===== src/rtcc_regs.vh =====
// register offsets, field positions, reset values and timing counts
// of the time/calendar/alarm core; included by the core module only
`ifndef RTCC_REGS_VH
`define RTCC_REGS_VH

// ----------------------------------------------------------------------
// register offsets
// ----------------------------------------------------------------------
`define RTCC_ADDR_CTRL    4'h0
`define RTCC_ADDR_FLAGS   4'h1
`define RTCC_ADDR_SEC     4'h2
`define RTCC_ADDR_MIN     4'h3
`define RTCC_ADDR_HOUR    4'h4
`define RTCC_ADDR_DATE    4'h5
`define RTCC_ADDR_WDAY    4'h6
`define RTCC_ADDR_MONTH   4'h7
`define RTCC_ADDR_YEAR    4'h8
`define RTCC_ADDR_ALMIN   4'h9
`define RTCC_ADDR_ALHOUR  4'ha
`define RTCC_ADDR_ALDATE  4'hb
`define RTCC_ADDR_ALWDAY  4'hc

// ----------------------------------------------------------------------
// field positions
// ----------------------------------------------------------------------
`define RTCC_CTRL_TEST_BIT    7
`define RTCC_CTRL_STOP_BIT    5
`define RTCC_CTRL_PERMIT_BIT  3
`define RTCC_FLG_LVLPLS_BIT   4
`define RTCC_FLG_ALARM_BIT    3
`define RTCC_FLG_CDOWN_BIT    2
`define RTCC_FLG_AIE_BIT      1
`define RTCC_FLG_CIE_BIT      0
`define RTCC_SEC_OSC_BIT      7
`define RTCC_MON_CENT_BIT     7
`define RTCC_AL_DIS_BIT       7

// ----------------------------------------------------------------------
// field masks and counter limits (bcd)
// ----------------------------------------------------------------------
`define RTCC_MASK_SEC     8'h7f
`define RTCC_MASK_HOUR    8'h3f
`define RTCC_MASK_DATE    8'h3f
`define RTCC_MASK_WDAY    8'h07
`define RTCC_MASK_MONTH   8'h1f
`define RTCC_MAX_SEC      7'h59
`define RTCC_MAX_HOUR     6'h23
`define RTCC_MAX_WDAY     3'h6
`define RTCC_MAX_MONTH    5'h12
`define RTCC_MAX_YEAR     8'h99
`define RTCC_DAYS_LONG    8'h31
`define RTCC_DAYS_SHORT   8'h30
`define RTCC_DAYS_FEBLEAP 8'h29
`define RTCC_DAYS_FEB     8'h28

// ----------------------------------------------------------------------
// reset values and timing
// ----------------------------------------------------------------------
`define RTCC_RST_CTRL     8'h08
`define RTCC_PRESC_HALF   6'h1f
`define RTCC_POR_CYCLES   16'h0400

`endif


===== src/rtcc_bcd_counter.v =====
// one bcd counter with load, increment and a variable upper limit
// assumes load and increment come from logic on sys_clk
`timescale 1ns/1ps

module rtcc_bcd_counter #(
    parameter       W         = 8,
    parameter [7:0] RESET_VAL = 8'h00
) (
    input  wire         sys_clk,
    input  wire         rst,
    input  wire         loadEn,
    input  wire [W-1:0] loadVal,
    input  wire         incEn,
    input  wire [W-1:0] minVal,
    input  wire [W-1:0] maxVal,
    output reg  [W-1:0] value_r,
    output wire         wrapHit
);

    reg [W-1:0] value_nxt;
    reg [7:0]   wideVal;
    reg [7:0]   wideNxt;

    // ------------------------------------------------------------------
    // wrap detect: increment at the upper limit
    // ------------------------------------------------------------------
    assign wrapHit = incEn & (value_r == maxVal);

    // next value: load first, then wrap to the low limit, else bcd +1
    always @* begin
        wideVal = 8'h00;
        wideVal[W-1:0] = value_r; // widened for narrow counters
        wideNxt = (wideVal[3:0] == 4'h9) ? wideVal + 8'h07 : wideVal + 8'h01;
        value_nxt = value_r;
        if (loadEn) begin
            value_nxt = loadVal;
        end else if (wrapHit) begin
            value_nxt = minVal;
        end else if (incEn) begin
            value_nxt = wideNxt[W-1:0]; // 9 -> next ten
        end
    end

    // counter register
    always @(posedge sys_clk or posedge rst) begin
        if (rst) begin
            value_r <= RESET_VAL[W-1:0];
        end else begin
            value_r <= value_nxt;
        end
    end

endmodule


===== src/rtcc_core.v =====
// time, calendar and alarm core with external-tick test mode and
// power-on-reset override; registers on a simple word port
// assumes tick64 is a one-cycle pulse on sys_clk, pins are asynchronous
`timescale 1ns/1ps
`include "rtcc_regs.vh"

module rtcc_core #(
    parameter [15:0] POR_CYCLES = `RTCC_POR_CYCLES
) (
    input  wire       sys_clk,
    input  wire       rst,
    input  wire       tick64,
    input  wire [3:0] regAddr,
    input  wire [7:0] regWrData,
    input  wire       regWrEn,
    output reg  [7:0] regRdData_r,
    input  wire       sqwSrc,
    input  wire       sqwIn,
    output reg        sqwOut_r,
    output reg        sqwOe_r,
    input  wire       sclIn,
    input  wire       sdaIn,
    output reg        porActive_r,
    output reg        overrideMode_r,
    output reg        alarmFlag_r,
    output reg        secondPulse_r
);

    // ------------------------------------------------------------------
    // override sequence states
    // ------------------------------------------------------------------
    localparam [2:0] OV_IDLE = 3'd0;
    localparam [2:0] OV_SDLO = 3'd1;
    localparam [2:0] OV_SCLO = 3'd2;
    localparam [2:0] OV_SDHI = 3'd3;
    localparam [2:0] OV_DONE = 3'd4;

    reg        testMode_r;
    reg        stop_r;
    reg        permit_r;
    reg        lvlPulse_r;
    reg        cdownFlag_r;
    reg        alarmIe_r;
    reg        cdownIe_r;
    reg        oscFlag_r;
    reg        century_r;
    reg [7:0]  alMin_r;
    reg [7:0]  alHour_r;
    reg [7:0]  alDate_r;
    reg [7:0]  alWday_r;
    reg [5:0]  presc_r;
    reg [5:0]  presc_nxt;
    reg [15:0] porCnt_r;
    reg        matchPrev_r;
    reg [2:0]  ovState_r;
    reg [2:0]  ovState_nxt;
    reg [1:0]  sqwSync_r;
    reg        sqwPrev_r;
    reg [1:0]  sclSync_r;
    reg [1:0]  sdaSync_r;
    reg [7:0]  rdMux;
    reg [7:0]  lastDay;

    wire [6:0] secVal;
    wire [6:0] minVal;
    wire [5:0] hourVal;
    wire [5:0] dateVal;
    wire [2:0] wdayVal;
    wire [4:0] monVal;
    wire [7:0] yearVal;
    wire       secWrap;
    wire       minWrap;
    wire       hourWrap;
    wire       dateWrap;
    wire       wdayWrap;
    wire       monWrap;
    wire       yearWrap;

    // ------------------------------------------------------------------
    // pin synchronisers
    // ------------------------------------------------------------------
    // two flip-flops per asynchronous pin, edge detect on the second for the square-wave pin only
    always @(posedge sys_clk or posedge rst) begin
        if (rst) begin
            sqwSync_r <= 2'b00;
            sqwPrev_r <= 1'b0;
            sclSync_r <= 2'b11;
            sdaSync_r <= 2'b11;
        end else begin
            sqwSync_r <= {sqwSync_r[0], sqwIn};
            sqwPrev_r <= sqwSync_r[1];
            sclSync_r <= {sclSync_r[0], sclIn};
            sdaSync_r <= {sdaSync_r[0], sdaIn};
        end
    end

    wire sqwRise = sqwSync_r[1] & ~sqwPrev_r;
    wire sclNow  = sclSync_r[1];
    wire sdaNow  = sdaSync_r[1];

    // ------------------------------------------------------------------
    // tick source and pre-scaler
    // ------------------------------------------------------------------
    // rising pin edges stand in for the internal tick in test mode
    wire tickSel = testMode_r ? sqwRise : tick64;
    wire runTime = ~porActive_r;
    wire secInc  = runTime & ~stop_r & tickSel &
                   (presc_r == `RTCC_PRESC_HALF);

    // six-bit divider, held at zero while stopped
    always @* begin
        presc_nxt = presc_r;
        if (stop_r) begin
            presc_nxt = 6'h00;
        end else if (runTime & tickSel) begin
            presc_nxt = presc_r + 6'h01;
        end
    end

    always @(posedge sys_clk or posedge rst) begin
        if (rst) begin
            presc_r       <= 6'h00;
            secondPulse_r <= 1'b0;
        end else begin
            presc_r       <= presc_nxt;
            secondPulse_r <= secInc;
        end
    end

    // ------------------------------------------------------------------
    // register write strobes
    // ------------------------------------------------------------------
    wire wrOk   = regWrEn & ~porActive_r;
    wire wrSec  = wrOk & (regAddr == `RTCC_ADDR_SEC);
    wire wrMin  = wrOk & (regAddr == `RTCC_ADDR_MIN);
    wire wrHour = wrOk & (regAddr == `RTCC_ADDR_HOUR);
    wire wrDate = wrOk & (regAddr == `RTCC_ADDR_DATE);
    wire wrWday = wrOk & (regAddr == `RTCC_ADDR_WDAY);
    wire wrMon  = wrOk & (regAddr == `RTCC_ADDR_MONTH);
    wire wrYear = wrOk & (regAddr == `RTCC_ADDR_YEAR);

    // ------------------------------------------------------------------
    // month length
    // ------------------------------------------------------------------
    // multiples of four in bcd: even tens with 0/4/8, odd tens with 2/6
    wire leapYear = yearVal[4] ?
        ((yearVal[3:0] == 4'h2) | (yearVal[3:0] == 4'h6)) :
        ((yearVal[3:0] == 4'h0) | (yearVal[3:0] == 4'h4) |
         (yearVal[3:0] == 4'h8));

    // last day of the current month
    always @* begin
        case (monVal)
            5'h02:   lastDay = leapYear ? `RTCC_DAYS_FEBLEAP : `RTCC_DAYS_FEB;
            5'h04,
            5'h06,
            5'h09,
            5'h11:   lastDay = `RTCC_DAYS_SHORT;
            default: lastDay = `RTCC_DAYS_LONG;
        endcase
    end

    // ------------------------------------------------------------------
    // time and calendar counters
    // ------------------------------------------------------------------
    // seconds 00..59
    rtcc_bcd_counter #(.W(7), .RESET_VAL(8'h00)) u_sec (
        .sys_clk (sys_clk),
        .rst     (rst),
        .loadEn  (wrSec),
        .loadVal (regWrData[6:0]),
        .incEn   (secInc & ~wrSec),
        .minVal  (7'h00),
        .maxVal  (`RTCC_MAX_SEC),
        .value_r (secVal),
        .wrapHit (secWrap)
    );

    // minutes 00..59, fed by the seconds carry
    rtcc_bcd_counter #(.W(7), .RESET_VAL(8'h00)) u_min (
        .sys_clk (sys_clk),
        .rst     (rst),
        .loadEn  (wrMin),
        .loadVal (regWrData[6:0]),
        .incEn   (secWrap & ~wrMin),
        .minVal  (7'h00),
        .maxVal  (`RTCC_MAX_SEC),
        .value_r (minVal),
        .wrapHit (minWrap)
    );

    // hours 00..23
    rtcc_bcd_counter #(.W(6), .RESET_VAL(8'h00)) u_hour (
        .sys_clk (sys_clk),
        .rst     (rst),
        .loadEn  (wrHour),
        .loadVal (regWrData[5:0]),
        .incEn   (minWrap & ~wrHour),
        .minVal  (6'h00),
        .maxVal  (`RTCC_MAX_HOUR),
        .value_r (hourVal),
        .wrapHit (hourWrap)
    );

    // weekday 0..6, advanced by the hours wrap
    rtcc_bcd_counter #(.W(3), .RESET_VAL(8'h00)) u_wday (
        .sys_clk (sys_clk),
        .rst     (rst),
        .loadEn  (wrWday),
        .loadVal (regWrData[2:0]),
        .incEn   (hourWrap & ~wrWday),
        .minVal  (3'h0),
        .maxVal  (`RTCC_MAX_WDAY),
        .value_r (wdayVal),
        .wrapHit (wdayWrap)
    );

    // date 1..last day of month
    rtcc_bcd_counter #(.W(6), .RESET_VAL(8'h01)) u_date (
        .sys_clk (sys_clk),
        .rst     (rst),
        .loadEn  (wrDate),
        .loadVal (regWrData[5:0]),
        .incEn   (hourWrap & ~wrDate),
        .minVal  (6'h01),
        .maxVal  (lastDay[5:0]),
        .value_r (dateVal),
        .wrapHit (dateWrap)
    );

    // month 1..12, fed by the date carry
    rtcc_bcd_counter #(.W(5), .RESET_VAL(8'h01)) u_mon (
        .sys_clk (sys_clk),
        .rst     (rst),
        .loadEn  (wrMon),
        .loadVal (regWrData[4:0]),
        .incEn   (dateWrap & ~wrMon),
        .minVal  (5'h01),
        .maxVal  (`RTCC_MAX_MONTH),
        .value_r (monVal),
        .wrapHit (monWrap)
    );

    // year 00..99, fed by the month carry
    rtcc_bcd_counter #(.W(8), .RESET_VAL(8'h00)) u_year (
        .sys_clk (sys_clk),
        .rst     (rst),
        .loadEn  (wrYear),
        .loadVal (regWrData),
        .incEn   (monWrap & ~wrYear),
        .minVal  (8'h00),
        .maxVal  (`RTCC_MAX_YEAR),
        .value_r (yearVal),
        .wrapHit (yearWrap)
    );

    // ------------------------------------------------------------------
    // alarm comparator
    // ------------------------------------------------------------------
    // a field with its disable bit set passes
    wire alMinOk  = alMin_r[`RTCC_AL_DIS_BIT]  | (alMin_r[6:0]  == minVal);
    wire alHourOk = alHour_r[`RTCC_AL_DIS_BIT] | (alHour_r[5:0] == hourVal);
    wire alDateOk = alDate_r[`RTCC_AL_DIS_BIT] | (alDate_r[5:0] == dateVal);
    wire alWdayOk = alWday_r[`RTCC_AL_DIS_BIT] | (alWday_r[2:0] == wdayVal);
    wire anyAlEn  = ~(alMin_r[7] & alHour_r[7] & alDate_r[7] & alWday_r[7]);
    wire alMatch  = anyAlEn & alMinOk & alHourOk & alDateOk & alWdayOk;
    wire alRise   = alMatch & ~matchPrev_r;

    // ------------------------------------------------------------------
    // power-on-reset override detector
    // ------------------------------------------------------------------
    // data falls with clock high, clock falls, data rises, clock rises
    always @* begin
        ovState_nxt = ovState_r;
        case (ovState_r)
            OV_IDLE: if (sclNow & ~sdaNow) ovState_nxt = OV_SDLO;
            OV_SDLO: if (~sclNow & ~sdaNow) ovState_nxt = OV_SCLO;
            OV_SCLO: if (~sclNow & sdaNow) ovState_nxt = OV_SDHI;
            OV_SDHI: if (sclNow & sdaNow) ovState_nxt = OV_DONE;
            OV_DONE: ovState_nxt = OV_IDLE;
            default: ovState_nxt = OV_IDLE;
        endcase
        if (~permit_r | overrideMode_r) begin
            ovState_nxt = OV_IDLE;
        end
    end

    wire ovEnter = (ovState_r == OV_DONE);

    // ------------------------------------------------------------------
    // control, flags and reset state
    // ------------------------------------------------------------------
    always @(posedge sys_clk or posedge rst) begin
        if (rst) begin
            testMode_r     <= 1'b0;
            stop_r         <= 1'b0;
            permit_r       <= 1'b1;
            lvlPulse_r     <= 1'b0;
            cdownFlag_r    <= 1'b0;
            alarmIe_r      <= 1'b0;
            cdownIe_r      <= 1'b0;
            alarmFlag_r    <= 1'b0;
            oscFlag_r      <= 1'b1;
            century_r      <= 1'b0;
            alMin_r        <= 8'h80;
            alHour_r       <= 8'h80;
            alDate_r       <= 8'h80;
            alWday_r       <= 8'h80;
            matchPrev_r    <= 1'b0;
            porCnt_r       <= 16'h0000;
            porActive_r    <= 1'b1;
            overrideMode_r <= 1'b0;
            ovState_r      <= OV_IDLE;
            sqwOut_r       <= 1'b0;
            sqwOe_r        <= 1'b0;
        end else begin
            ovState_r   <= ovState_nxt;
            matchPrev_r <= alMatch;
            // power-on hold, cut short by the override
            if (ovEnter) begin
                porActive_r    <= 1'b0;
                overrideMode_r <= 1'b1;
            end else if (porActive_r) begin
                if (porCnt_r == POR_CYCLES - 16'h0001) begin
                    porActive_r <= 1'b0;
                end
                porCnt_r <= porCnt_r + 16'h0001;
            end
            // square-wave pin: driven normally, input in test mode
            sqwOut_r <= sqwSrc;
            sqwOe_r  <= ~testMode_r;
            if (wrOk & (regAddr == `RTCC_ADDR_CTRL)) begin
                testMode_r <= regWrData[`RTCC_CTRL_TEST_BIT];
                stop_r     <= regWrData[`RTCC_CTRL_STOP_BIT];
                permit_r   <= regWrData[`RTCC_CTRL_PERMIT_BIT];
                if (~regWrData[`RTCC_CTRL_PERMIT_BIT] & ~ovEnter) begin
                    overrideMode_r <= 1'b0;
                end
            end
            if (wrOk & (regAddr == `RTCC_ADDR_FLAGS)) begin
                lvlPulse_r <= regWrData[`RTCC_FLG_LVLPLS_BIT];
                alarmIe_r  <= regWrData[`RTCC_FLG_AIE_BIT];
                cdownIe_r  <= regWrData[`RTCC_FLG_CIE_BIT];
                if (~regWrData[`RTCC_FLG_CDOWN_BIT]) begin
                    cdownFlag_r <= 1'b0;
                end
            end
            // sticky alarm flag: 0 clears, 1 keeps, a new match wins
            if (alRise) begin
                alarmFlag_r <= 1'b1;
            end else if (wrOk & (regAddr == `RTCC_ADDR_FLAGS) &
                         ~regWrData[`RTCC_FLG_ALARM_BIT]) begin
                alarmFlag_r <= 1'b0;
            end
            if (wrSec) begin
                oscFlag_r <= regWrData[`RTCC_SEC_OSC_BIT];
            end
            // century flips on the year wrap unless written
            if (wrMon) begin
                century_r <= regWrData[`RTCC_MON_CENT_BIT];
            end else if (yearWrap) begin
                century_r <= ~century_r;
            end
            if (wrOk & (regAddr == `RTCC_ADDR_ALMIN)) begin
                alMin_r <= regWrData;
            end
            if (wrOk & (regAddr == `RTCC_ADDR_ALHOUR)) begin
                alHour_r <= regWrData & 8'hbf;
            end
            if (wrOk & (regAddr == `RTCC_ADDR_ALDATE)) begin
                alDate_r <= regWrData & 8'hbf;
            end
            if (wrOk & (regAddr == `RTCC_ADDR_ALWDAY)) begin
                alWday_r <= regWrData & 8'h87;
            end
        end
    end

    // ------------------------------------------------------------------
    // read path
    // ------------------------------------------------------------------
    // register select; unused offsets read zero
    always @* begin
        case (regAddr)
            `RTCC_ADDR_CTRL:   rdMux = {testMode_r, 1'b0, stop_r, 1'b0,
                                        permit_r, 3'b000};
            `RTCC_ADDR_FLAGS:  rdMux = {3'b000, lvlPulse_r, alarmFlag_r,
                                        cdownFlag_r, alarmIe_r, cdownIe_r};
            `RTCC_ADDR_SEC:    rdMux = {oscFlag_r, secVal};
            `RTCC_ADDR_MIN:    rdMux = {1'b0, minVal};
            `RTCC_ADDR_HOUR:   rdMux = {2'b00, hourVal};
            `RTCC_ADDR_DATE:   rdMux = {2'b00, dateVal};
            `RTCC_ADDR_WDAY:   rdMux = {5'b00000, wdayVal};
            `RTCC_ADDR_MONTH:  rdMux = {century_r, 2'b00, monVal};
            `RTCC_ADDR_YEAR:   rdMux = yearVal;
            `RTCC_ADDR_ALMIN:  rdMux = alMin_r;
            `RTCC_ADDR_ALHOUR: rdMux = alHour_r;
            `RTCC_ADDR_ALDATE: rdMux = alDate_r;
            `RTCC_ADDR_ALWDAY: rdMux = alWday_r;
            default:           rdMux = 8'h00;
        endcase
    end

    // registered read data, one cycle behind the address
    always @(posedge sys_clk or posedge rst) begin
        if (rst) begin
            regRdData_r <= 8'h00;
        end else begin
            regRdData_r <= rdMux;
        end
    end

endmodule


===== config.mk =====
export PLATFORM = sky130hd
export DESIGN_NAME = rtcc_core
export DESIGN_NICKNAME = d
export VERILOG_FILES = /design/src/rtcc_bcd_counter.v /design/src/rtcc_core.v
export VERILOG_INCLUDE_DIRS = /design/src
export SDC_FILE = /design/constraint.sdc
export NUM_CORES = 1
export LEC_CHECK = 0
export ABC_CLOCK_PERIOD_IN_PS = 4900
export BUFFER_PORTS_ARGS = -buffer_cell sky130_fd_sc_hd__buf_2
export CORE_MARGIN = 3
export CORE_UTILIZATION = 60
export CTS_BUF_LIST = sky130_fd_sc_hd__clkbuf_4 sky130_fd_sc_hd__clkbuf_8
export CTS_CLUSTER_DIAMETER = 80
export DETAILED_ROUTE_END_ITERATION = 8
export GPL_ROUTABILITY_DRIVEN = 0
export GPL_TIMING_DRIVEN = 1
export MAX_ROUTING_LAYER = met4
export PLACE_DENSITY = 0.85
export SLEW_MARGIN = 20
export SYNTH_ARGS = -nofsm -noshare
export SYNTH_HDL_FRONTEND = slang
export SYNTH_SLANG_ARGS = --single-unit

===== constraint.sdc =====
create_clock -name sys_clk -period 4.9 [get_ports sys_clk]
set_input_delay 0.98 -clock sys_clk [delete_from_list [all_inputs] [get_ports sys_clk]]
set_output_delay 0.98 -clock sys_clk [all_outputs]
set_load 0.02 [all_outputs]

==> impl_metrics.tcl <==
set metrics [dict create \
    port_buffers 33 \
    p_per_area_nw_per_um2 392 \
    leakage_nw 3.48 \
    dieArea_sq_um 13700 \
    syn-cell-area_sq_um 7370 \
    cts_resized 0 \
    clock_tree.buffer_depth 2 \
    yosysWarnings 0 \
    crit_type "in -> reg" \
    drive_above_1_share_pct 17.0 \
    ir_drop_mv 0.398 \
    num_vias 6294 \
    setup_tns_ns 0 \
    grt_pass1_wl_um 32100 \
    routed_wl_um 19900 \
    place_inst 905 \
    antenna_cells 0 \
    grt_usage_pct 31.6 \
    slowest_delay_ns 0.60 \
    drt_iter0_drc 711 \
    fin_util_pct 68.3 \
    finalCritPeriodShare_pct 62.5 \
    io_pins 34 \
    syn-num-nets 805 \
    start_util_pct 62.9 \
    maxSlewViolCount 0 \
    final_net_count 823 \
    rows 39 \
    design_area_sq_um 8000 \
    relSlewSlack_pct 37.2 \
    post-route-worst-setup-slack_ns 1.84 \
    cp.arrival_ns 3.40 \
    insertion_delay_ns 0.46 \
    area_growth_pct 8.57 \
    cp_top_family "compound AO/OA/AOI/OAI gates" \
    crit_path_start_kind "primary input" \
    avgSynthCellArea_sq_um 9.66 \
    synth.distinct_cells 72 \
    layoutNonFillerInstCount 937 \
    cts_buffers 17 \
    detail_route.wl_per_cell_um 21.2 \
    cts_root_buffer "clkbuf_8" \
    cp.required_ns 5.24 \
    htree_levels 4 \
    vias_per_cell 6.72 \
    antenna_left 0 \
    clkTransAtPathRegs_ns 0.07 \
    grt_max_degree 58 \
    grt_pass1_vias 6262 \
    synth_edf_count 0 \
    cp_cell_sequence "buf_2, or3b_2, o211ai_1, nor3_1, o2111a_1, a21oi_1, o31a_1" \
    antenna_found_initial 0 \
    finClkSkew_ns 0.0177 \
    cts_sinks 123 \
    grt_overflow_total 0 \
    hold_buffers 0 \
    path_buf_inv 1 \
    post-cts-setup-buffer-count 0 \
    final_hold_viol_count 0 \
    outcome "finished, final reports clean" \
    rsz0062_at_grt "no" \
    core_area_sq_um 11700 \
    die_x_um 117 \
    route.detailed.drc 0 \
    ys.flop_type "dfrtp_1" \
    netlist.area_leader.share_pct 37.3 \
    seq_area_frac_synth_pct 42.0 \
    syn_inst 763 \
    setup_viol 0 \
    synthTopCellsByArea "dfrtp_1, mux2_2, dfstp_2" \
    ys_ff_latch 123 \
    max_freq_mhz 326 \
    dp_hpwl_um 14200 \
    synth-async-reset-ratio_pct 100 \
    crit_fanout 33 \
    place_area_sq_um 7600 \
    max-cap-violations 0 \
    die_y_um 117 \
    worst_pin_slew_ns 0.934 \
    dp_slack_ns 1.47 \
    yosysTopAreaCell "dfrtp_1" \
    end_kind "flop" \
    hp-class "reg -> reg" \
    cts_tree "yes" \
    critical_path.slowest_cell "nor3_1" \
    first_pass_iters 5 \
    period_minus_slack_ns 3.06 \
]
## sequential cells by signal, summed over array words and instances (netlist names), 2 cells and up
name and cells:
alDate_r 7, alHour_r 7, alMin_r 8, alWday_r 4
ovState_r 3, porCnt_r 16, presc_r 6, regRdData_r 8
sclSync_r 2, sdaSync_r 2, sqwSync_r 2, u_date.value_r 6
u_hour.value_r 6, u_min.value_r 7, u_mon.value_r 5, u_sec.value_r 7
u_wday.value_r 3, u_year.value_r 8
## metrics by stage
step	power (mW)	hold WS, ns
2_1_floorplan	1.97	0.331
3_3_place_gp	2.17	0.342
3_5_place_dp	2.22	0.336
4_1_cts	3.13	0.359
5_1_grt	3.29	0.367
6_report	3.14	0.357
## cells in the final DEF (no fill, tap or decap), types with 24 or more instances in the layout
cell and instances:
mux2_2 37, buf_2 33, mux2i_1 24, a21oi_1 31, nand3_1 29, o21ai_0 28, nor2_1 60, dfrtp_1 110
xnor2_1 32, nand2_1 74
## metal layers
metal	wire [um]	track usage [%]	vias up
met5	0	-	-
met4	964	16.5	0
met3	2220	8.12	92
met2	9180	47.6	372
met1	7540	39.3	3018
li1	-	-	2812
## cell type report
cell class,instances,area [sq um]
clock buffer,19,255
clock inverter,13,143
fill,868,3710
inverter,17,66.3
multi-input combinational,585,4070
sequential,123,3090
tap,143,179
timing repair buffer,37,195
## cells by family (layout without fill, tap and decap cells)
kind of cell	Yosys count	count (layout)	synth area share (%)
fa+ha+maj	22	22	4.34
mux	61	61	8.91
xor+xnor	53	53	6.30
compound gates	163	163	15.2
buf+inv	55	86	2.87
simple gates	286	286	20.4
flops	123	123	42.0
## synth_stat cells, types with 6 or more instances
cell        n
a21oi_1    31
nand2_1    74
buf_1       8
nor4_1      6
nand4_1     9
nand3_1    29
dfrtp_1   110
or3_1       8
nor2_1     60
ha_1       16
nor3_1     17
nand2b_1    6
mux2_2     37
o21a_1      7
and3_1      7
nor2b_1    16
fa_1        6
clkbuf_1   26
inv_1      17
a31oi_1    19
o21ai_0    28
a21o_1     10
o211ai_1    8
a22oi_1     9
xnor2_1    32
dfstp_2    13
mux2i_1    24
xor2_1     21
nor3b_1     8
and2_1      9
nor4b_1     6
a32oi_1     7
## worst register-to-register path, delay by kind of cell (launching register included)
family / cells / cell delay [ns]
AO/OA/AOI/OAI: 3 / 0.98
flip-flops: 1 / 0.52
AND/OR/NAND/NOR: 2 / 1.32
## path summary, 6_finish.rpt
kind,startpoint,endpoint,slack [ns],cells after the start
min in group asynchronous,rst,lvlPulse_r,0.62,2
max,regAddr[3],century_r,1.84,7
min,sdaSync_r[0],sdaSync_r[1],0.36,0
max in group asynchronous,rst,permit_r,3.34,3
max reg2reg,stop_r,century_r,1.98,5
min reg2reg,sdaSync_r[0],sdaSync_r[1],0.36,0
## where the power goes
| group | switching [mW] | internal, mW |
|---|---|---|
| sequential | 0.293 | 1.20 |
| clock | 0.426 | 0.473 |
| combinational | 0.382 | 0.361 |
| total | 1.10 | 2.03 |
No activity file was read; power rests on OpenSTA's default activity.
